### src/verilog/cpu_regs_pkg.sv
// Overview of operation
// - 8-bit accumulator feeds ALU operand; reset leaves it unchanged.
// - reset forces index high byte to zero, low byte kept.
// - index pair is high:low address bytes; full 16 bits form pointer.
// - index low byte works as 8-bit data register for unary operations.
// - 16-bit stack pointer addresses next free stack location.
// - stack pointer loads 0x00ff on reset.
// - add-immediate-to-stack adds sign-extended 8-bit value to stack pointer.
// - stack-pointer-low reset changes only the low byte.
// - program counter increments per fetch; change-of-flow loads new address.
// - after reset program counter loads vector from 0xfffe (high), 0xffff (low).
// - condition flag bits 6 and 5 always read one.
// - bit 7 flags two's complement overflow; signed branches use it.
// - bit 4 records carry from bit 3 into bit 4 on adds.
// - decimal adjust uses half-carry and carry to correct BCD sum.
// - bit 3 masks maskable interrupts when set.
// - interrupt sets mask after stacking, before first handler instruction.
// - no interrupt accepted right after an instruction that clears the mask.
// - bit 2 set when result MSB is set (bit 7, or bit 15 for 16-bit results).
// - bit 1 set when result is zero, 8 or 16 bits.
// - loads and stores update negative and zero from moved value.
// - bit 0 is carry out or borrow; shifts, rotates, bit tests may set it.
package cpu_regs_pkg;
    localparam logic [15:0] sp_reset_value  = 16'h00ff;
    localparam logic [7:0]  h_reset_value   = 8'h00;
    localparam logic [15:0] pc_reset_value  = 16'h0000;
    localparam logic [7:0]  sp_low_reset    = 8'hff;
    localparam logic [15:0] vec_hi_addr     = 16'hfffe;
    localparam logic [15:0] vec_lo_addr     = 16'hffff;
    localparam int          flag_v_pos      = 7;
    localparam int          flag_one6_pos   = 6;
    localparam int          flag_one5_pos   = 5;
    localparam int          flag_h_pos      = 4;
    localparam int          flag_i_pos      = 3;
    localparam int          flag_n_pos      = 2;
    localparam int          flag_z_pos      = 1;
    localparam int          flag_c_pos      = 0;
    localparam logic [7:0]  flag_fixed_mask = 8'h60;
    localparam logic [7:0]  flag_reset      = 8'h68;

    typedef enum logic [4:0] {
        op_none  = 5'h00,
        op_add   = 5'h01,
        op_adc   = 5'h02,
        op_sub   = 5'h03,
        op_sbc   = 5'h04,
        op_and   = 5'h05,
        op_or    = 5'h06,
        op_eor   = 5'h07,
        op_lda   = 5'h08,
        op_ldx   = 5'h09,
        op_ldhx  = 5'h0a,
        op_sta   = 5'h0b,
        op_stx   = 5'h0c,
        op_sthx  = 5'h0d,
        op_decimal_adjust_instruction = 5'h0e,
        op_xclr  = 5'h0f,
        op_xinc  = 5'h10,
        op_xdec  = 5'h11,
        op_xcom  = 5'h12,
        op_xneg  = 5'h13,
        op_xlsl  = 5'h14,
        op_xlsr  = 5'h15,
        op_xrol  = 5'h16,
        op_xror  = 5'h17,
        op_add_immediate_to_stack = 5'h18,
        op_stack_pointer_low_reset = 5'h19,
        op_clear_mask_instruction = 5'h1a,
        op_sei   = 5'h1b,
        op_tap   = 5'h1c,
        op_tpa   = 5'h1d,
        op_txs   = 5'h1e,
        op_aix   = 5'h1f
    } reg_op_t;

    typedef enum logic [2:0] {
        pc_hold   = 3'h0,
        pc_inc    = 3'h1,
        pc_load   = 3'h2,
        pc_rel    = 3'h3,
        pc_vec_hi = 3'h4,
        pc_vec_lo = 3'h5
    } pc_op_t;

    typedef struct packed {
        reg_op_t     op;
        logic [7:0]  data8;
        logic [15:0] data16;
        pc_op_t      pc_op;
        logic [15:0] pc_data;
        logic        irq_stacked;
        logic        boundary;
    } reg_cmd_t;

    typedef struct packed {
        logic [7:0]  accumulator;
        logic [15:0] index_pointer_pair;
        logic [15:0] stack_pointer;
        logic [15:0] program_counter;
        logic [7:0]  condition_flags;
    } reg_view_t;
endpackage

### src/verilog/cpu_register_set_and_flags.sv
module cpu_register_set_and_flags
    import cpu_regs_pkg::*;
(
    input  wire logic      core_clk_i,
    input  wire logic      reset_n_i,
    input  wire reg_cmd_t  cmd_i,
    input  wire logic      irq_pending_i,
    output reg_view_t      view_o,
    output logic [15:0]    alu_operand_o,
    output logic [15:0]    index_addr_o,
    output logic [15:0]    stack_addr_o,
    output logic           irq_accept_o,
    output logic           signed_gt_o,
    output logic           signed_ge_o,
    output logic           signed_le_o,
    output logic           signed_lt_o
);
    logic [7:0]  acc_reg;
    logic [7:0]  acc_next;
    logic        acc_we;
    logic [7:0]  h_reg;
    logic [7:0]  x_reg;
    logic [7:0]  x_next;
    logic        x_we;
    logic [7:0]  h_next;
    logic        h_we;
    logic [15:0] sp_reg;
    logic [15:0] sp_next;
    logic [15:0] pc_reg;
    logic [15:0] pc_next;
    logic [7:0]  flags_reg;
    logic [7:0]  flags_next;
    logic        mask_cleared_reg;
    logic        mask_cleared_next;

    logic [7:0]  alu_b;
    logic        alu_sub;
    logic        alu_cin;
    logic [7:0]  alu_sum;
    logic        alu_c;
    logic        alu_h;
    logic        alu_v;

    logic [7:0]  bcd_corr;
    logic [8:0]  bcd_sum;
    logic        bcd_c;
    logic [7:0]  xres;
    logic        xc;
    logic [7:0]  logic_res;

    // ALU operand A is always the accumulator
    assign alu_operand_o = {8'h00, acc_reg};
    assign index_addr_o  = {h_reg, x_reg};
    assign stack_addr_o  = sp_reg;

    always_comb begin
        alu_b   = cmd_i.data8;
        alu_sub = (cmd_i.op == op_sub) || (cmd_i.op == op_sbc);
        alu_cin = 1'b0;
        if (cmd_i.op == op_adc || cmd_i.op == op_sbc) begin
            alu_cin = flags_reg[flag_c_pos];
        end
    end

    cpu_alu8 u_alu (
        .a_i     (acc_reg),
        .b_i     (alu_b),
        .carry_i (alu_cin),
        .sub_i   (alu_sub),
        .sum_o   (alu_sum),
        .carry_o (alu_c),
        .half_o  (alu_h),
        .ovf_o   (alu_v)
    );

    // decimal adjust correction
    always_comb begin
        bcd_corr = 8'h00;
        bcd_c    = flags_reg[flag_c_pos];
        if (flags_reg[flag_h_pos] || acc_reg[3:0] > 4'h9) begin
            bcd_corr[3:0] = 4'h6;
        end
        if (flags_reg[flag_c_pos] || acc_reg > 8'h99) begin
            bcd_corr[7:4] = 4'h6;
            bcd_c         = 1'b1;
        end
        bcd_sum = {1'b0, acc_reg} + {1'b0, bcd_corr};
    end

    // unary operations on index low byte
    always_comb begin
        xres = x_reg;
        xc   = flags_reg[flag_c_pos];
        unique case (cmd_i.op)
            op_xclr: xres = 8'h00;
            op_xinc: xres = x_reg + 8'h01;
            op_xdec: xres = x_reg - 8'h01;
            op_xcom: begin
                xres = ~x_reg;
                xc   = 1'b1;
            end
            op_xneg: begin
                xres = 8'h00 - x_reg;
                xc   = (x_reg != 8'h00);
            end
            op_xlsl: begin
                xres = {x_reg[6:0], 1'b0};
                xc   = x_reg[7];
            end
            op_xlsr: begin
                xres = {1'b0, x_reg[7:1]};
                xc   = x_reg[0];
            end
            op_xrol: begin
                xres = {x_reg[6:0], flags_reg[flag_c_pos]};
                xc   = x_reg[7];
            end
            op_xror: begin
                xres = {flags_reg[flag_c_pos], x_reg[7:1]};
                xc   = x_reg[0];
            end
            default: begin
                xres = x_reg;
                xc   = flags_reg[flag_c_pos];
            end
        endcase
    end

    always_comb begin
        logic_res = acc_reg & cmd_i.data8;
        if (cmd_i.op == op_or) begin
            logic_res = acc_reg | cmd_i.data8;
        end else if (cmd_i.op == op_eor) begin
            logic_res = acc_reg ^ cmd_i.data8;
        end
    end

    // data register and flag updates
    always_comb begin
        acc_next   = acc_reg;
        acc_we     = 1'b0;
        x_next     = x_reg;
        x_we       = 1'b0;
        h_next     = h_reg;
        h_we       = 1'b0;
        flags_next = flags_reg;
        mask_cleared_next = 1'b0;
        unique case (cmd_i.op)
            op_add, op_adc, op_sub, op_sbc: begin
                acc_next = alu_sum;
                acc_we   = 1'b1;
                flags_next[flag_v_pos] = alu_v;
                if (!alu_sub) begin
                    flags_next[flag_h_pos] = alu_h;
                end
                flags_next[flag_n_pos] = alu_sum[7];
                flags_next[flag_z_pos] = (alu_sum == 8'h00);
                flags_next[flag_c_pos] = alu_c;
            end
            op_and, op_or, op_eor: begin
                acc_next = logic_res;
                acc_we   = 1'b1;
                flags_next[flag_v_pos] = 1'b0;
                flags_next[flag_n_pos] = logic_res[7];
                flags_next[flag_z_pos] = (logic_res == 8'h00);
            end
            op_lda, op_sta: begin
                if (cmd_i.op == op_lda) begin
                    acc_next = cmd_i.data8;
                    acc_we   = 1'b1;
                end
                flags_next[flag_v_pos] = 1'b0;
                flags_next[flag_n_pos] = acc_next[7];
                flags_next[flag_z_pos] = (acc_next == 8'h00);
            end
            op_ldx, op_stx: begin
                if (cmd_i.op == op_ldx) begin
                    x_next = cmd_i.data8;
                    x_we   = 1'b1;
                end
                flags_next[flag_v_pos] = 1'b0;
                flags_next[flag_n_pos] = x_next[7];
                flags_next[flag_z_pos] = (x_next == 8'h00);
            end
            op_ldhx, op_sthx: begin
                if (cmd_i.op == op_ldhx) begin
                    {h_next, x_next} = cmd_i.data16;
                    h_we = 1'b1;
                    x_we = 1'b1;
                end
                flags_next[flag_v_pos] = 1'b0;
                flags_next[flag_n_pos] = h_next[7];
                flags_next[flag_z_pos] = ({h_next, x_next} == 16'h0000);
            end
            op_aix: begin
                {h_next, x_next} = {h_reg, x_reg}
                                 + {{8{cmd_i.data8[7]}}, cmd_i.data8};
                h_we = 1'b1;
                x_we = 1'b1;
            end
            op_decimal_adjust_instruction: begin
                acc_next = bcd_sum[7:0];
                acc_we   = 1'b1;
                flags_next[flag_n_pos] = bcd_sum[7];
                flags_next[flag_z_pos] = (bcd_sum[7:0] == 8'h00);
                flags_next[flag_c_pos] = bcd_c;
            end
            op_xclr, op_xinc, op_xdec, op_xcom, op_xneg,
            op_xlsl, op_xlsr, op_xrol, op_xror: begin
                x_next = xres;
                x_we   = 1'b1;
                flags_next[flag_n_pos] = xres[7];
                flags_next[flag_z_pos] = (xres == 8'h00);
                flags_next[flag_c_pos] = xc;
                flags_next[flag_v_pos] = xres[7] ^ xc;
                if (cmd_i.op == op_xinc) begin
                    flags_next[flag_v_pos] = (xres == 8'h80);
                    flags_next[flag_c_pos] = flags_reg[flag_c_pos];
                end else if (cmd_i.op == op_xdec) begin
                    flags_next[flag_v_pos] = (xres == 8'h7f);
                    flags_next[flag_c_pos] = flags_reg[flag_c_pos];
                end else if (cmd_i.op == op_xclr) begin
                    flags_next[flag_v_pos] = 1'b0;
                end else if (cmd_i.op == op_xcom) begin
                    flags_next[flag_v_pos] = 1'b0;
                end else if (cmd_i.op == op_xneg) begin
                    flags_next[flag_v_pos] = (xres == 8'h80);
                end
            end
            op_clear_mask_instruction: begin
                flags_next[flag_i_pos] = 1'b0;
                mask_cleared_next      = flags_reg[flag_i_pos];
            end
            op_sei: begin
                flags_next[flag_i_pos] = 1'b1;
            end
            op_tap: begin
                flags_next = cmd_i.data8 | flag_fixed_mask;
                mask_cleared_next = flags_reg[flag_i_pos]
                                  & ~cmd_i.data8[flag_i_pos];
            end
            op_tpa: begin
                acc_next = flags_reg;
                acc_we   = 1'b1;
            end
            default: begin
                acc_we = 1'b0;
            end
        endcase
        if (cmd_i.irq_stacked) begin
            flags_next[flag_i_pos] = 1'b1;
        end
        flags_next = flags_next | flag_fixed_mask;
    end

    // stack pointer update
    always_comb begin
        sp_next = sp_reg;
        if (cmd_i.op == op_add_immediate_to_stack) begin
            sp_next = sp_reg + {{8{cmd_i.data8[7]}}, cmd_i.data8};
        end else if (cmd_i.op == op_stack_pointer_low_reset) begin
            sp_next = {sp_reg[15:8], sp_low_reset};
        end else if (cmd_i.op == op_txs) begin
            sp_next = cmd_i.data16;
        end
    end

    // program counter update
    always_comb begin
        pc_next = pc_reg;
        unique case (cmd_i.pc_op)
            pc_hold:   pc_next = pc_reg;
            pc_inc:    pc_next = pc_reg + 16'h0001;
            pc_load:   pc_next = cmd_i.pc_data;
            pc_rel:    pc_next = pc_reg + cmd_i.pc_data;
            pc_vec_hi: pc_next = {cmd_i.pc_data[7:0], pc_reg[7:0]};
            pc_vec_lo: pc_next = {pc_reg[15:8], cmd_i.pc_data[7:0]};
            default:   pc_next = pc_reg;
        endcase
    end

    // accumulator keeps contents through reset
    always_ff @(posedge core_clk_i) begin
        if (acc_we) begin
            acc_reg <= acc_next;
        end
    end

    always_ff @(posedge core_clk_i) begin
        if (x_we) begin
            x_reg <= x_next;
        end
    end

    always_ff @(posedge core_clk_i or negedge reset_n_i) begin
        if (!reset_n_i) begin
            h_reg <= h_reset_value;
        end else if (h_we) begin
            h_reg <= h_next;
        end
    end

    always_ff @(posedge core_clk_i or negedge reset_n_i) begin
        if (!reset_n_i) begin
            sp_reg <= sp_reset_value;
        end else begin
            sp_reg <= sp_next;
        end
    end

    always_ff @(posedge core_clk_i or negedge reset_n_i) begin
        if (!reset_n_i) begin
            pc_reg <= pc_reset_value;
        end else begin
            pc_reg <= pc_next;
        end
    end

    always_ff @(posedge core_clk_i or negedge reset_n_i) begin
        if (!reset_n_i) begin
            flags_reg <= flag_reset;
        end else begin
            flags_reg <= flags_next;
        end
    end

    always_ff @(posedge core_clk_i or negedge reset_n_i) begin
        if (!reset_n_i) begin
            mask_cleared_reg <= 1'b0;
        end else if (cmd_i.boundary || cmd_i.op != op_none) begin
            mask_cleared_reg <= mask_cleared_next;
        end
    end

    // interrupt gating at instruction boundary
    assign irq_accept_o = irq_pending_i && cmd_i.boundary
                        && !flags_reg[flag_i_pos]
                        && !mask_cleared_reg;

    // signed branch conditions
    always_comb begin
        signed_lt_o = flags_reg[flag_n_pos] ^ flags_reg[flag_v_pos];
        signed_ge_o = ~signed_lt_o;
        signed_le_o = signed_lt_o | flags_reg[flag_z_pos];
        signed_gt_o = ~signed_le_o;
    end

    assign view_o.accumulator        = acc_reg;
    assign view_o.index_pointer_pair = {h_reg, x_reg};
    assign view_o.stack_pointer      = sp_reg;
    assign view_o.program_counter    = pc_reg;
    assign view_o.condition_flags    = flags_reg | flag_fixed_mask;
endmodule

### src/verilog/cpu_alu8.sv
module cpu_alu8
    import cpu_regs_pkg::*;
(
    input  wire logic [7:0] a_i,
    input  wire logic [7:0] b_i,
    input  wire logic       carry_i,
    input  wire logic       sub_i,
    output logic      [7:0] sum_o,
    output logic            carry_o,
    output logic            half_o,
    output logic            ovf_o
);
    logic [7:0] b_eff;
    logic [8:0] full;
    logic [4:0] low;
    logic       cin;

    always_comb begin
        b_eff   = sub_i ? ~b_i : b_i;
        cin     = sub_i ? ~carry_i : carry_i;
        full    = {1'b0, a_i} + {1'b0, b_eff} + {8'h00, cin};
        low     = {1'b0, a_i[3:0]} + {1'b0, b_eff[3:0]} + {4'h0, cin};
        sum_o   = full[7:0];
        carry_o = sub_i ? ~full[8] : full[8];
        half_o  = low[4];
        ovf_o   = (a_i[7] == b_eff[7]) && (full[7] != a_i[7]);
    end
endmodule

### config.mk
export PLATFORM = sky130hd
export DESIGN_NAME = cpu_register_set_and_flags
export DESIGN_NICKNAME = d
export VERILOG_FILES = /design/src/verilog/cpu_regs_pkg.sv /design/src/verilog/cpu_register_set_and_flags.sv /design/src/verilog/cpu_alu8.sv
export SDC_FILE = /design/constraint.sdc
export NUM_CORES = 1
export LEC_CHECK = 0
export ABC_CLOCK_PERIOD_IN_PS = 3170
export BUFFER_PORTS_ARGS = -buffer_cell sky130_fd_sc_hd__buf_4
export CORE_MARGIN = 2
export CORE_UTILIZATION = 35
export DETAILED_ROUTE_END_ITERATION = 8
export GPL_TIMING_DRIVEN = 0
export PLACE_DENSITY = 0.62
export SLEW_MARGIN = 20
export SYNTH_ARGS = -nofsm -noshare
export SYNTH_HDL_FRONTEND = slang
export SYNTH_SLANG_ARGS = --single-unit
### constraint.sdc
create_clock -name core_clk_i -period 3.17 [get_ports core_clk_i]
set_input_delay 0.4755 -clock core_clk_i [delete_from_list [all_inputs] [get_ports core_clk_i]]
set_output_delay 0.4755 -clock core_clk_i [all_outputs]
set_load 0.01 [all_outputs]
# [After elaboration in Yosys (flattened, before gate mapping)]
# Index checks and enable logic that the tools add are counted.
[word_totals] out_inout_bits=117 memories=0 regBits=63 mem_bits_rw=0 latch_bits=0 word_cells=186 romBits=0 inputBits=53
[op_classes] order_cmp=2 n_shift=0 muxes=47 multipliers=0 add_sub_neg=12 n_reduce_logical=51 div=0 bitwise_logic=16 n_eq_ne=45
[op_table] cell="8-bit two-way mux" n=11
[op_table] cell="5-bit == test, second input constant" n=16
[op_table] cell="16-bit case mux with 5 select lines" n=1
[op_table] cell="8-bit case mux with 9 select lines" n=1
[op_table] cell="16-bit adder" n=3
[op_table] cell="8-bit logical NOT" n=6
[op_table] cell="16-bit two-way mux" n=3
[op_table] cell="5-bit by 4-bit == test with 1-bit output, second input constant" n=8
[op_table] cell="8-bit case mux with 5 select lines" n=1
[op_table] cell="8-bit case mux with 4 select lines" n=1
[op_table] cell="9-bit OR reduction" n=3
[op_table] cell="4-bit nonzero test" n=6
[op_table] cell="5-bit by 3-bit == test with 1-bit output, second input constant" n=4
[op_table] cell="16-bit by 1-bit adder with 16-bit output, second input constant" n=1
[op_table] cell="16-bit logical NOT" n=1
[op_table] cell="1-bit two-way mux" n=16
[op_table] cell="8-bit inverter" n=2
[op_table] cell="2-bit case mux with 8 select lines" n=1
[op_table] cell="8-bit case mux with 2 select lines" n=1
[op_table] cell="8-bit nonzero test" n=2
[op_table] cell="2-bit AND reduction" n=7
[op_table] cell="1-bit case mux with 4 select lines" n=3
[op_table] cell="5-bit by 2-bit == test with 1-bit output, second input constant" n=2
[op_table] cell="2-bit != test, second input constant" n=5
[op_table] cell="39 further kinds" n=68

# [Longest topological paths before layout]
# Gate-level depths: netlist of the first run.
[depth] ltp_word=10 ltp_mapped=19 ltp_nobuf=16

# [Cells and area by module]
# A second synthesis of the first run with hierarchy kept.
[unflattened] cells_unflattened=1159 hier_area_um2=8595.7
[modules_own_cells] mod="cpu_register_set_and_flags" area_per_inst_um2=8136.6 seq_area_each_um2=1667.8 cells_each=1103 instances=1
[modules_own_cells] mod="cpu_alu8" area_per_inst_um2=459.2 seq_area_each_um2=0.0 cells_each=56 instances=1

# [Worst setup path after synthesis of the first run]
# Ideal clock, no wire load.
[synth_timing] kind="in2reg" startpoint="in cmd_i[46] (netlist bit)" endpoint="reg flags_reg[0]" arrival_time_ns=3.568 t_required_ns=3.075 setup_time_ns=0.095 slack_ns=-0.494 cell_stages=17 n_path_buf=2 path_cell_list="clkbuf_1 -> nor2_1 -> o21ai_0 -> buf_1 -> xnor2_1 -> fa_1 -> inv_1 -> fa_1 -> a21oi_1 -> o21bai_1 -> a21o_1 -> a21oi_1 -> o21bai_1 -> a21oi_1 -> nor2_1 -> a31o_2 -> o31ai_1"
[synth_via] elab_chain_cells=9
[synth_rtl] element="start, declared" line_no="cpu_register_set_and_flags.sv:6" source="input wire reg_cmd_t cmd_i,"
[synth_rtl] element="branches (longest 9 deep; another with 8-bit by 8-bit adder with 9-bit output)"
[synth_rtl] element="end signal, assigned" line_no="cpu_register_set_and_flags.sv:321" source="flags_reg <= flag_reset;"
[synth_rtl] element="end signal, assigned" line_no="cpu_register_set_and_flags.sv:323" source="flags_reg <= flags_next;"
[synth_rtl] element="end, declared" line_no="cpu_register_set_and_flags.sv:31" source="logic [7:0] flags_reg;"
# Several ways; the timed one is not identified. The select of a mux whose other input is x is not followed.
# A chain may end at the register's enable or synchronous reset.

# [Final worst setup path of the first run]
[layout_timing] startpoint="in cmd_i[45] (netlist bit)" endpoint="reg flags_reg[0]"
# Same word-level chain as after synthesis.

==> impl_metrics.toml, run 1 <==
[routing]
first_pass_iters = 5
via_count = 9572
drt_iter0_drc = 707
ant_nets = 0
viasPerCell = 5.73
totalWireLength_mm = 32.1
wl_per_cell_um = 19.2
drc_errors = 0

[power]
pwr-share-seq_pct = 24.8
power_frac_clock_pct = 18.9
p_int_mw = 3.18
sw_frac_of_total_pct = 42.3
power_mw = 5.51
powerDensity_nw_per_um2 = 502
p_sw_mw = 2.33
p_comb_share_pct = 56.3
ir_worst_vdd_uv = 302
p_leak_nw = 4.91

[sta]
relSlewSlack_pct = 27.9
slew_violations = 0
setup_tns_ps = 0
min_period_ps = 3060
tightestPinTransition_ps = 1070
fin_skew_ps = 9.65
setup_violations = 0
max_freq_ghz = 0.327
hold_violations = 0
fin_crit_sh_pct = 96.5
rsz0062_at_grt = "yes"

[worst_setup_path]
crit_fanout = 7
crit_path_end_kind = "flop"
critPathArrivalTime_ps = 3310
required_ps = 3420
worstSetupPathType = "in2reg"
cp-start-kind = "input pin"

[cts]
htreeDepth = 3
numClockSinks = 63
cts_tree = "built"
clock-root-buffer = "clkbuf_16"
cts_buffers = 9
ctsHoldBuffers = 0
clk_latency_ps = 350
cts.path.max_buffers = 2
clkTransAtPathRegs_ps = 70

[grt]
grt_pass1_vias = 8883
antenna_found_initial = 0
grt_pass1_wl_mm = 49.6
grt.total_usage_pct = 24.4
grt-ovfl-total = 0
grt_max_degree = 48

[die]
io_pins = 170
die_x_um = 160
core_area_um2 = 24100
die_area_um2 = 25700
rows = 57
die_height_um = 160
start_util_pct = 35.4

[final_layout]
area_growth_pct = 28.6
layout-drive-gt1-share_pct = 25.6
num-nets-final = 1474
num_antenna_cells = 0
final_cells = 1670
utilization_pct = 45.5

[synthesis]
syn_area_per_cell_um2 = 7.50
yosysSeqAreaShare_pct = 19.5
netlist.area_leader.share_pct = 11.1
synth_area_leaders = "dfrtp_1 11%, ha_1 11%, a21oi_1 6.6%, edfxtp_1 5.6%, o21ai_0 5.3%"
synth.most_common_cell = "a21oi_1"
ys_ff_latch = 63
synth_commonest_cells = "112 x a21oi_1, 107 x nand2_1, 101 x nor2_1"
dominantRegCellSynth = "dfrtp_1"
async_flop_share_pct = 74.6
yosys.area.top_type = "dfrtp_1"
synth_edf_count = 16
syn_area_um2 = 8540
synth_cells = 1139
synthDistinctLibCells = 84
yosysWarningCount = 0

[worst_hold_path]
hold_path_class = "in2async"

[placement]
gp_congestion = 0.972
place_inst = 1628
portBuffers = 157
hpwl_mm = 24.3

[status]
status = "finished, final reports clean"

[flow_run]
drv_cap = 0
==> routing by layer <==
layer,wire [um],track usage [%]
met1,14300,33.3
met2,14200,38.4
met3,2500,3.82
met4,1170,9.83
met5,0,0
==> final timing paths <==
path	start	end	slack (ps)	cells after the start
max	cmd_i[45]	flags_reg[0]$_DFFE_PN0P_	110	18
min	reset_n_i	pc_reg[14]$_DFFE_PN0P_	160	1
max reg2reg	x_reg[0]$_DFFE_PP_	flags_reg[7]$_DFFE_PN0P_	150	12
min reg2reg	stack_addr_o[5]$_DFFE_PN1P_	stack_addr_o[5]$_DFFE_PN1P_	520	2
max in group asynchronous	reset_n_i	flags_reg[0]$_DFFE_PN0P_	2480	1
min in group core_clk_i	cmd_i[1]	flags_reg[3]$_DFFE_PN1P_	360	3
==> power groups by stage <==
stage	sequential [mW]	clock, mW	combinational (mW)
6_report	1.37	1.04	3.10
3_3_place_gp	1.38	0	2.90
2_1_floorplan	1.34	0	1.88
4_1_cts	1.37	1.06	2.99
3_5_place_dp	1.39	0	2.93
5_1_grt	1.40	1.09	3.43
==> kinds of logic (layout without fill, tap and decap cells) <==
logic type,count (synthesis),count (layout),synth area share (%)
AND/OR/NAND/NOR,381,381,21.7
AO/OA/AOI/OAI,370,370,27.4
buffers and inverters,152,351,9.12
adder cells (fa/ha/maj),80,80,12.3
XOR/XNOR,63,63,6.46
flip-flops,63,63,19.5
multiplexers,28,28,3.40
other,2,10,0.0880
==> critical path: stages <==
cell	delay, ps
buf_12	110
nand2b_4	150
nor2_4	140
o21ai_2	70
buf_6	130
xnor2_2	160
fa_2	240
inv_2	40
fa_2	400
a21oi_2	160
o21bai_2	90
a21o_1	190
a21oi_2	150
o21bai_1	120
a21oi_2	200
nor2_1	60
a31o_2	220
o31ai_2	200
==> through the flow <==
step	area (um2)	hold WS [ps]	setup slack [ps]
2_1_floorplan	8660	180	2.93
3_3_place_gp	10200	509	-768
3_5_place_dp	10300	507	-763
4_1_cts	10700	185	22.0
5_1_grt	11000	223	-56.4
6_report	11000	161	110
==> cells in the final DEF (no fill, tap or decap), types with 5 or more instances in the layout <==
cell / count
ha_1: 73
inv_1: 51
and2_1: 6
mux2_2: 8
o21a_1: 7
o211ai_1: 7
a221oi_1: 5
nand3_1: 32
dfrtp_1: 37
a211oi_1: 20
edfxtp_1: 16
clkbuf_1: 27
o221ai_1: 10
or3_1: 8
a21oi_1: 107
buf_4: 235
conb_1: 10
xor2_1: 22
o31ai_1: 5
a21oi_2: 6
nand2b_1: 18
o21ai_1: 6
nor2b_1: 14
nand2_1: 104
nor3_1: 20
o22ai_1: 26
dfstp_2: 9
nor2_1: 97
a22oi_1: 17
buf_2: 5
mux2i_1: 20
o21ai_0: 83
clkbuf_16: 10
xnor2_1: 39
and3_1: 20
nor4_1: 14
or2_2: 7
nand3b_1: 7
a21o_1: 13
==> final cells by class <==
type / count / area (um2)
fill: 2493 / 13100
tap: 324 / 405
inverter: 53 / 199
buffer: 96 / 674
sequential: 63 / 1670
clock inverter: 2 / 12.5
multi-input combinational: 932 / 6320
timing repair buffer: 186 / 1410
clock buffer: 14 / 285
==> timing repair <==
item                                   in CTS  in global routing
gates resized for setup                    23                 41
setup endpoints to repair                  13                 10
buffers inserted                            5                 24
pin swaps                                   9                 20
endpoints found under the hold margin       0                  0
Note: power is estimated with default switching activity, not from simulation.
==> run 2, diff against run 1 <==
Settings changed: RECOVER_POWER set to 100.
==> run 2 against run 1 <==
  * Non-clock buffer count is the same
  * Flip-flop and latch count is the same
  * Sequential power is essentially flat
  * Global-route usage is the same
  * Routed wire length shrank 0.15%
  * Largest power group unchanged
  * Critical path type unchanged
  * Worst hold slack gained 200 ps
  * Highest routed layer unchanged
==> impl_metrics.toml, run 2 (synthesis gave the netlist of run 1 again) <==
[sta]
whs_ps = 361
min_period_ps = 3080
slew_violations = 0
tightestPinTransition_ps = 1380
fin_skew_ps = 7.99
finalWorstSetupSlack_ps = 92.9
hold_violations = 0
max_freq_ghz = 0.325
relSlewSlack_pct = 8.16
fin_crit_sh_pct = 97.1
rsz0062_at_grt = "yes"
setup_violations = 0

[cts]
cts_tree = "built"
htreeDepth = 3
clock-root-buffer = "clkbuf_16"
ctsHoldBuffers = 0
cts_buffers = 9
cts.path.max_buffers = 2
clkTransAtPathRegs_ps = 50
clk_latency_ps = 350
numClockSinks = 63

[placement]
hpwl_mm = 24.3
place_inst = 1628
portBuffers = 157
pre_cts_ws_ps = -763
gp_congestion = 0.972

[die]
rows = 57
core_area_um2 = 24100
die_height_um = 160
die_x_um = 160
start_util_pct = 35.4
die_area_um2 = 25700
io_pins = 170

[grt]
grt_max_degree = 48
grt_pass1_vias = 8883
grt_pass1_wl_mm = 49.6
antenna_found_initial = 0
grt.total_usage_pct = 24.4
grt-ovfl-total = 0

[power]
powerDensity_nw_per_um2 = 497
p_comb_share_pct = 55.3
sw_frac_of_total_pct = 43.3
power_frac_clock_pct = 19.3
ir_worst_vdd_uv = 283
p_sw_mw = 2.32
p_int_mw = 3.04
power_mw = 5.36
p_leak_nw = 4.70
pwr-share-seq_pct = 25.3

[worst_setup_path]
path_common_cell = "a21oi_2"
critPathBufInv = 3
rrSetupSlack_ps = 130
critPathArrivalTime_ps = 3330
crit_fanout = 7
r2r_end = "flags_reg[7]$_DFFE_PN0P_"
crit_family = "compound AO/OA/AOI/OAI gates"
cp_cell_sequence = "buf_12, nand2b_4, nor2_4, o21ai_2, buf_6, xnor2_2, fa_2, inv_2, fa_2, a21oi_2, o21bai_2, a21o_1, a21oi_2, o21bai_1, a21oi_2, nor2_1, a31o_2, o31ai_2"
cp-start-kind = "input pin"
slowest_delay_ps = 400
reg2regPathDepth = 12
critPathSlowestCell = "fa_2"
required_ps = 3420
r2r_start = "x_reg[0]$_DFFE_PP_"
crit_path_end_kind = "flop"
worstSetupPathType = "in2reg"

[routing]
via_count = 9556
first_pass_iters = 5
viasPerCell = 5.72
ant_nets = 0
drt_iter0_drc = 719
wl_per_cell_um = 19.2
totalWireLength_mm = 32.1
drc_errors = 0

[worst_hold_path]
min_delay_path_depth = 3
hold_path_class = "in2reg"
min_from = "cmd_i[1]"
hold_end = "flags_reg[3]$_DFFE_PN1P_"

[final_layout]
layout-drive-gt1-share_pct = 21.1
final_cells = 1670
fill_cells = 2554
final_cell_mix = "148 x buf_4, 107 x a21oi_1, 104 x nand2_1, 97 x nor2_1, 83 x o21ai_0"
area_growth_pct = 26.2
num_antenna_cells = 0
final_common_cell = "buf_4"
num-nets-final = 1474
utilization_pct = 44.7

[status]
status = "finished, final reports clean"

[flow_run]
drv_cap = 0
run 2: power groups by stage:
stage	Clock, mW	Combinational, mW	Sequential, mW
final	1.04	2.97	1.36
after global routing	1.09	3.29	1.38
after CTS	1.06	2.99	1.37
after detailed placement	0	2.93	1.39
after global placement	0	2.90	1.38
after floorplan	0	1.88	1.34
run 2: cell type report:
| class | instances | area [um2] | area share, % |
|---|---|---|---|
| clock buffers | 14 | 285 | 2.65 |
| inverters | 53 | 199 | 1.85 |
| repair buffers | 186 | 1210 | 11.2 |
| multi-input cells | 932 | 6320 | 58.7 |
| well taps | 324 | 405 | 3.76 |
| flip-flops and latches | 63 | 1670 | 15.5 |
| plain buffers | 96 | 674 | 6.26 |
| clock inverters | 2 | 12.5 | 0.116 |
run 2: stage by stage:
stage	TNS (ps)	area (um2)
detailed placement	-7400	10300
floorplan	0	8660
global placement	-6520	10200
finish	0	10800
global route	-106	10800
CTS	0	10700
run 2: how the worst max path moves through the flow:
stage | start | end | depth (start not counted)
global route | stack_addr_o[0]$_DFFE_PN1P_ | stack_addr_o[14]$_DFFE_PN0P_ | 12
CTS | cmd_i[45] | flags_reg[1]$_DFFE_PN0P_ | 15
finish | cmd_i[45] | flags_reg[0]$_DFFE_PN0P_ | 18
detailed placement | cmd_i[45] | flags_reg[0]$_DFFE_PN0P_ | 19
floorplan | cmd_i[49] | flags_reg[0]$_DFFE_PN0P_ | 18
global placement | cmd_i[45] | flags_reg[0]$_DFFE_PN0P_ | 19
run 2: what timing repair did:
action	CTS	global route
resized for setup	23	41
pin swaps	9	20
hold endpoints to repair	0	0
setup buffers	5	24
endpoints found under the setup margin	13	10
run 2: per-layer routing:
metal / track usage (%) / routed length, um / vias to the layer above
li1: - / - / 4525
met1: 33.3 / 14300 / 4511
met2: 38.4 / 14200 / 442
met3: 3.82 / 2330 / 78
met4: 9.83 / 1180 / 0
met5: 0 / 0 / -
run 2: worst register-to-register path: stages (launching register included):
cell	delay [ps]
edfxtp_1	420
clkbuf_4	170
buf_2	190
inv_1	140
ha_1	260
nand2_1	90
xor2_1	140
a21oi_1	150
o311ai_0	210
o22ai_1	290
nand3_1	100
or4_1	470
o311ai_1	310
==> run 3, diff against run 2 <==
Settings changed: REMOVE_ABC_BUFFERS set to 1, SYNTH_HIERARCHICAL set to 1.
==> run 3 against run 2 <==
  * Clock power about the same
  * Worst hold slack improved by 13 ps
  * Routed wire length decreased by 3.8%
  * Critical path type unchanged
  * The flow now finishes with violations (max-capacitance violations, max-slew violations, negative setup slack)
  * Cell count decreased by 3.8%
  * Register-to-register slack got worse by 180 ps
  * Die area increased by 0.68%
  * Count of clock-buffer cells in the layout decreased by 3
  * Clock skew increased by 0.84 ps
  * Flip-flop and latch count unchanged
  * Sequential share of layout area increased by 0.64 points
  * Highest routed layer unchanged
==> impl_metrics.toml, run 3 <==
[final_layout]
utilization_pct = 42.7
final_area_um2 = 10300
final_cells = 1606
layout-drive-gt1-share_pct = 14.7
num-nets-final = 1410
final_common_cell = "nand2_1"
final_cell_mix = "131 x nand2_1, 102 x a21oi_1, 102 x nor2_1, 100 x clkbuf_1, 89 x buf_4"
num_antenna_cells = 0
fill_cells = 2607
area_growth_pct = 20.4

[power]
powerDensity_nw_per_um2 = 543
power_mw = 5.62
p_leak_nw = 4.27
ir_worst_vdd_uv = 284

[status]
failed_checks = "max-capacitance violations, max-slew violations, negative setup slack"
status = "finished with violations"

[placement]
place_area_um2 = 9670
portBuffers = 159
pre_cts_ws_ps = -1590
place_inst = 1551
hpwl_mm = 21.8
gp_congestion = 0.910

[routing]
ant_nets = 0
first_pass_iters = 6
wl_per_cell_um = 19.2
drc_errors = 0
via_count = 9445
totalWireLength_mm = 30.9
drt_iter0_drc = 864
viasPerCell = 5.88

[die]
start_util_pct = 35.4
io_pins = 170
rows = 57
die_area_um2 = 25800
core_area_um2 = 24200
die_height_um = 161
die_x_um = 161

[worst_hold_path]
hold_path_class = "in2reg"

[cts]
ctsHoldBuffers = 0
clkTransAtPathRegs_ps = 60
clk_latency_ps = 350
cts_tree = "built"
cts_buffers = 9
cts.path.max_buffers = 2
clock-root-buffer = "clkbuf_16"
numClockSinks = 63
htreeDepth = 3

[synthesis]
dominantRegCellSynth = "dfrtp_1"
syn_area_um2 = 8600
synth_edf_count = 16
yosys.area.top_type = "dfrtp_1"
syn_area_per_cell_um2 = 7.42
async_flop_share_pct = 74.6
yosysSeqAreaShare_pct = 19.4
synth_cells = 1159
synth_area_leaders = "dfrtp_1 11%, ha_1 11%, a21oi_1 6.1%, nand2_1 5.8%, edfxtp_1 5.6%"
netlist.area_leader.share_pct = 11.1
synth_commonest_cells = "132 x nand2_1, 106 x nor2_1, 105 x a21oi_1"
yosysWarningCount = 6
synth.most_common_cell = "nand2_1"
synthDistinctLibCells = 79
ys_ff_latch = 63

[sta]
whs_ps = 374
slew_violations = 48
setup_violations = 3
hold_violations = 0
setup_tns_ps = -209
min_period_ps = 3330
fin_crit_sh_pct = 105
tightestPinTransition_ps = 2810
finalWorstSetupSlack_ps = -160
fin_skew_ps = 8.83
rsz0062_at_grt = "yes"
max_freq_ghz = 0.300
relSlewSlack_pct = -87.0

[worst_setup_path]
worstSetupPathType = "in2reg"
crit_path_end_kind = "flop"
critPathArrivalTime_ps = 3560
cp-start-kind = "input pin"
crit_fanout = 5
required_ps = 3400

[flow_run]
drv_cap = 1

[grt]
grt_pass1_vias = 8560
grt_pass1_wl_mm = 47.2
antenna_found_initial = 0
grt_max_degree = 48
grt.total_usage_pct = 22.9
grt-ovfl-total = 0
-- run 3: area by class of cell --
class | count | area [um2] | area share, %
Clock buffer | 11 | 243 | 2.35
Clock inverter | 5 | 56.3 | 0.544
Inverter | 50 | 190 | 1.84
Multi-Input combinational cell | 953 | 6490 | 62.7
Sequential cell | 63 | 1670 | 16.1
Tap cell | 324 | 405 | 3.92
Timing Repair Buffer | 200 | 1290 | 12.5
-- run 3: repair_timing --
item / CTS / global route
resized for setup: 54 / 32
cloned: 2 / 1
pin swaps: 13 / 19
buffers inserted: 19 / 17
endpoints found under the setup margin: 24 / 14
-- run 3: cell families (layout without fill, tap and decap cells) --
kind of cell,after synthesis,in the layout,synth area share (%)
AOI/OAI and AO/OA,346,346,26.3
xor gates and xnor gates,67,67,6.83
adders and majority gates,81,81,12.3
buffers and inverters,151,266,8.94
DFF,63,63,19.4
muxes,20,20,2.43
other,2,10,0.0874
and+or+nand+nor,429,429,23.8
-- run 3: metal layers --
layer | global-route usage (%) | routed length [um]
met5 | 0 | 0
met4 | 6.21 | 656
met3 | 4.57 | 2610
met2 | 36.6 | 14000
met1 | 31.5 | 13600
-- run 3: report_power, final --
| part | total, mW | switching, mW | internal [mW] |
|---|---|---|---|
| logic | 3.13 | 1.76 | 1.37 |
| registers | 1.42 | 0.348 | 1.07 |
| clock network | 1.06 | 0.429 | 0.633 |
-- run 3: final timing paths --
check | from | to | slack [ps] | depth (start not counted)
min in group asynchronous | reset_n_i | flags_reg[0]$_DFFE_PN0P_ | 1010 | 1
worst max-delay path | cmd_i[46] | flags_reg[7]$_DFFE_PN0P_ | -160 | 18
max in group asynchronous | reset_n_i | flags_reg[0]$_DFFE_PN0P_ | 380 | 1
worst max register to register | flags_reg[0]$_DFFE_PN0P_ | flags_reg[7]$_DFFE_PN0P_ | -50 | 13
worst min register to register | pc_reg[12]$_DFFE_PN0P_ | pc_reg[12]$_DFFE_PN0P_ | 540 | 1
worst min-delay path | cmd_i[1] | flags_reg[3]$_DFFE_PN1P_ | 370 | 3
-- run 3: worst max-delay path, stage by stage --
cell,delay [ps]
buf_12,130
nand2_8,80
nor2_4,40
a21oi_2,150
nor3_4,50
buf_6,150
xor2_2,180
fa_2,380
a211o_1,280
o2111ai_2,100
a31o_2,210
mux2_4,310
maj3_2,310
nor3_2,120
a221oi_1,70
a21oi_1,170
a31oi_1,60
a311o_1,280
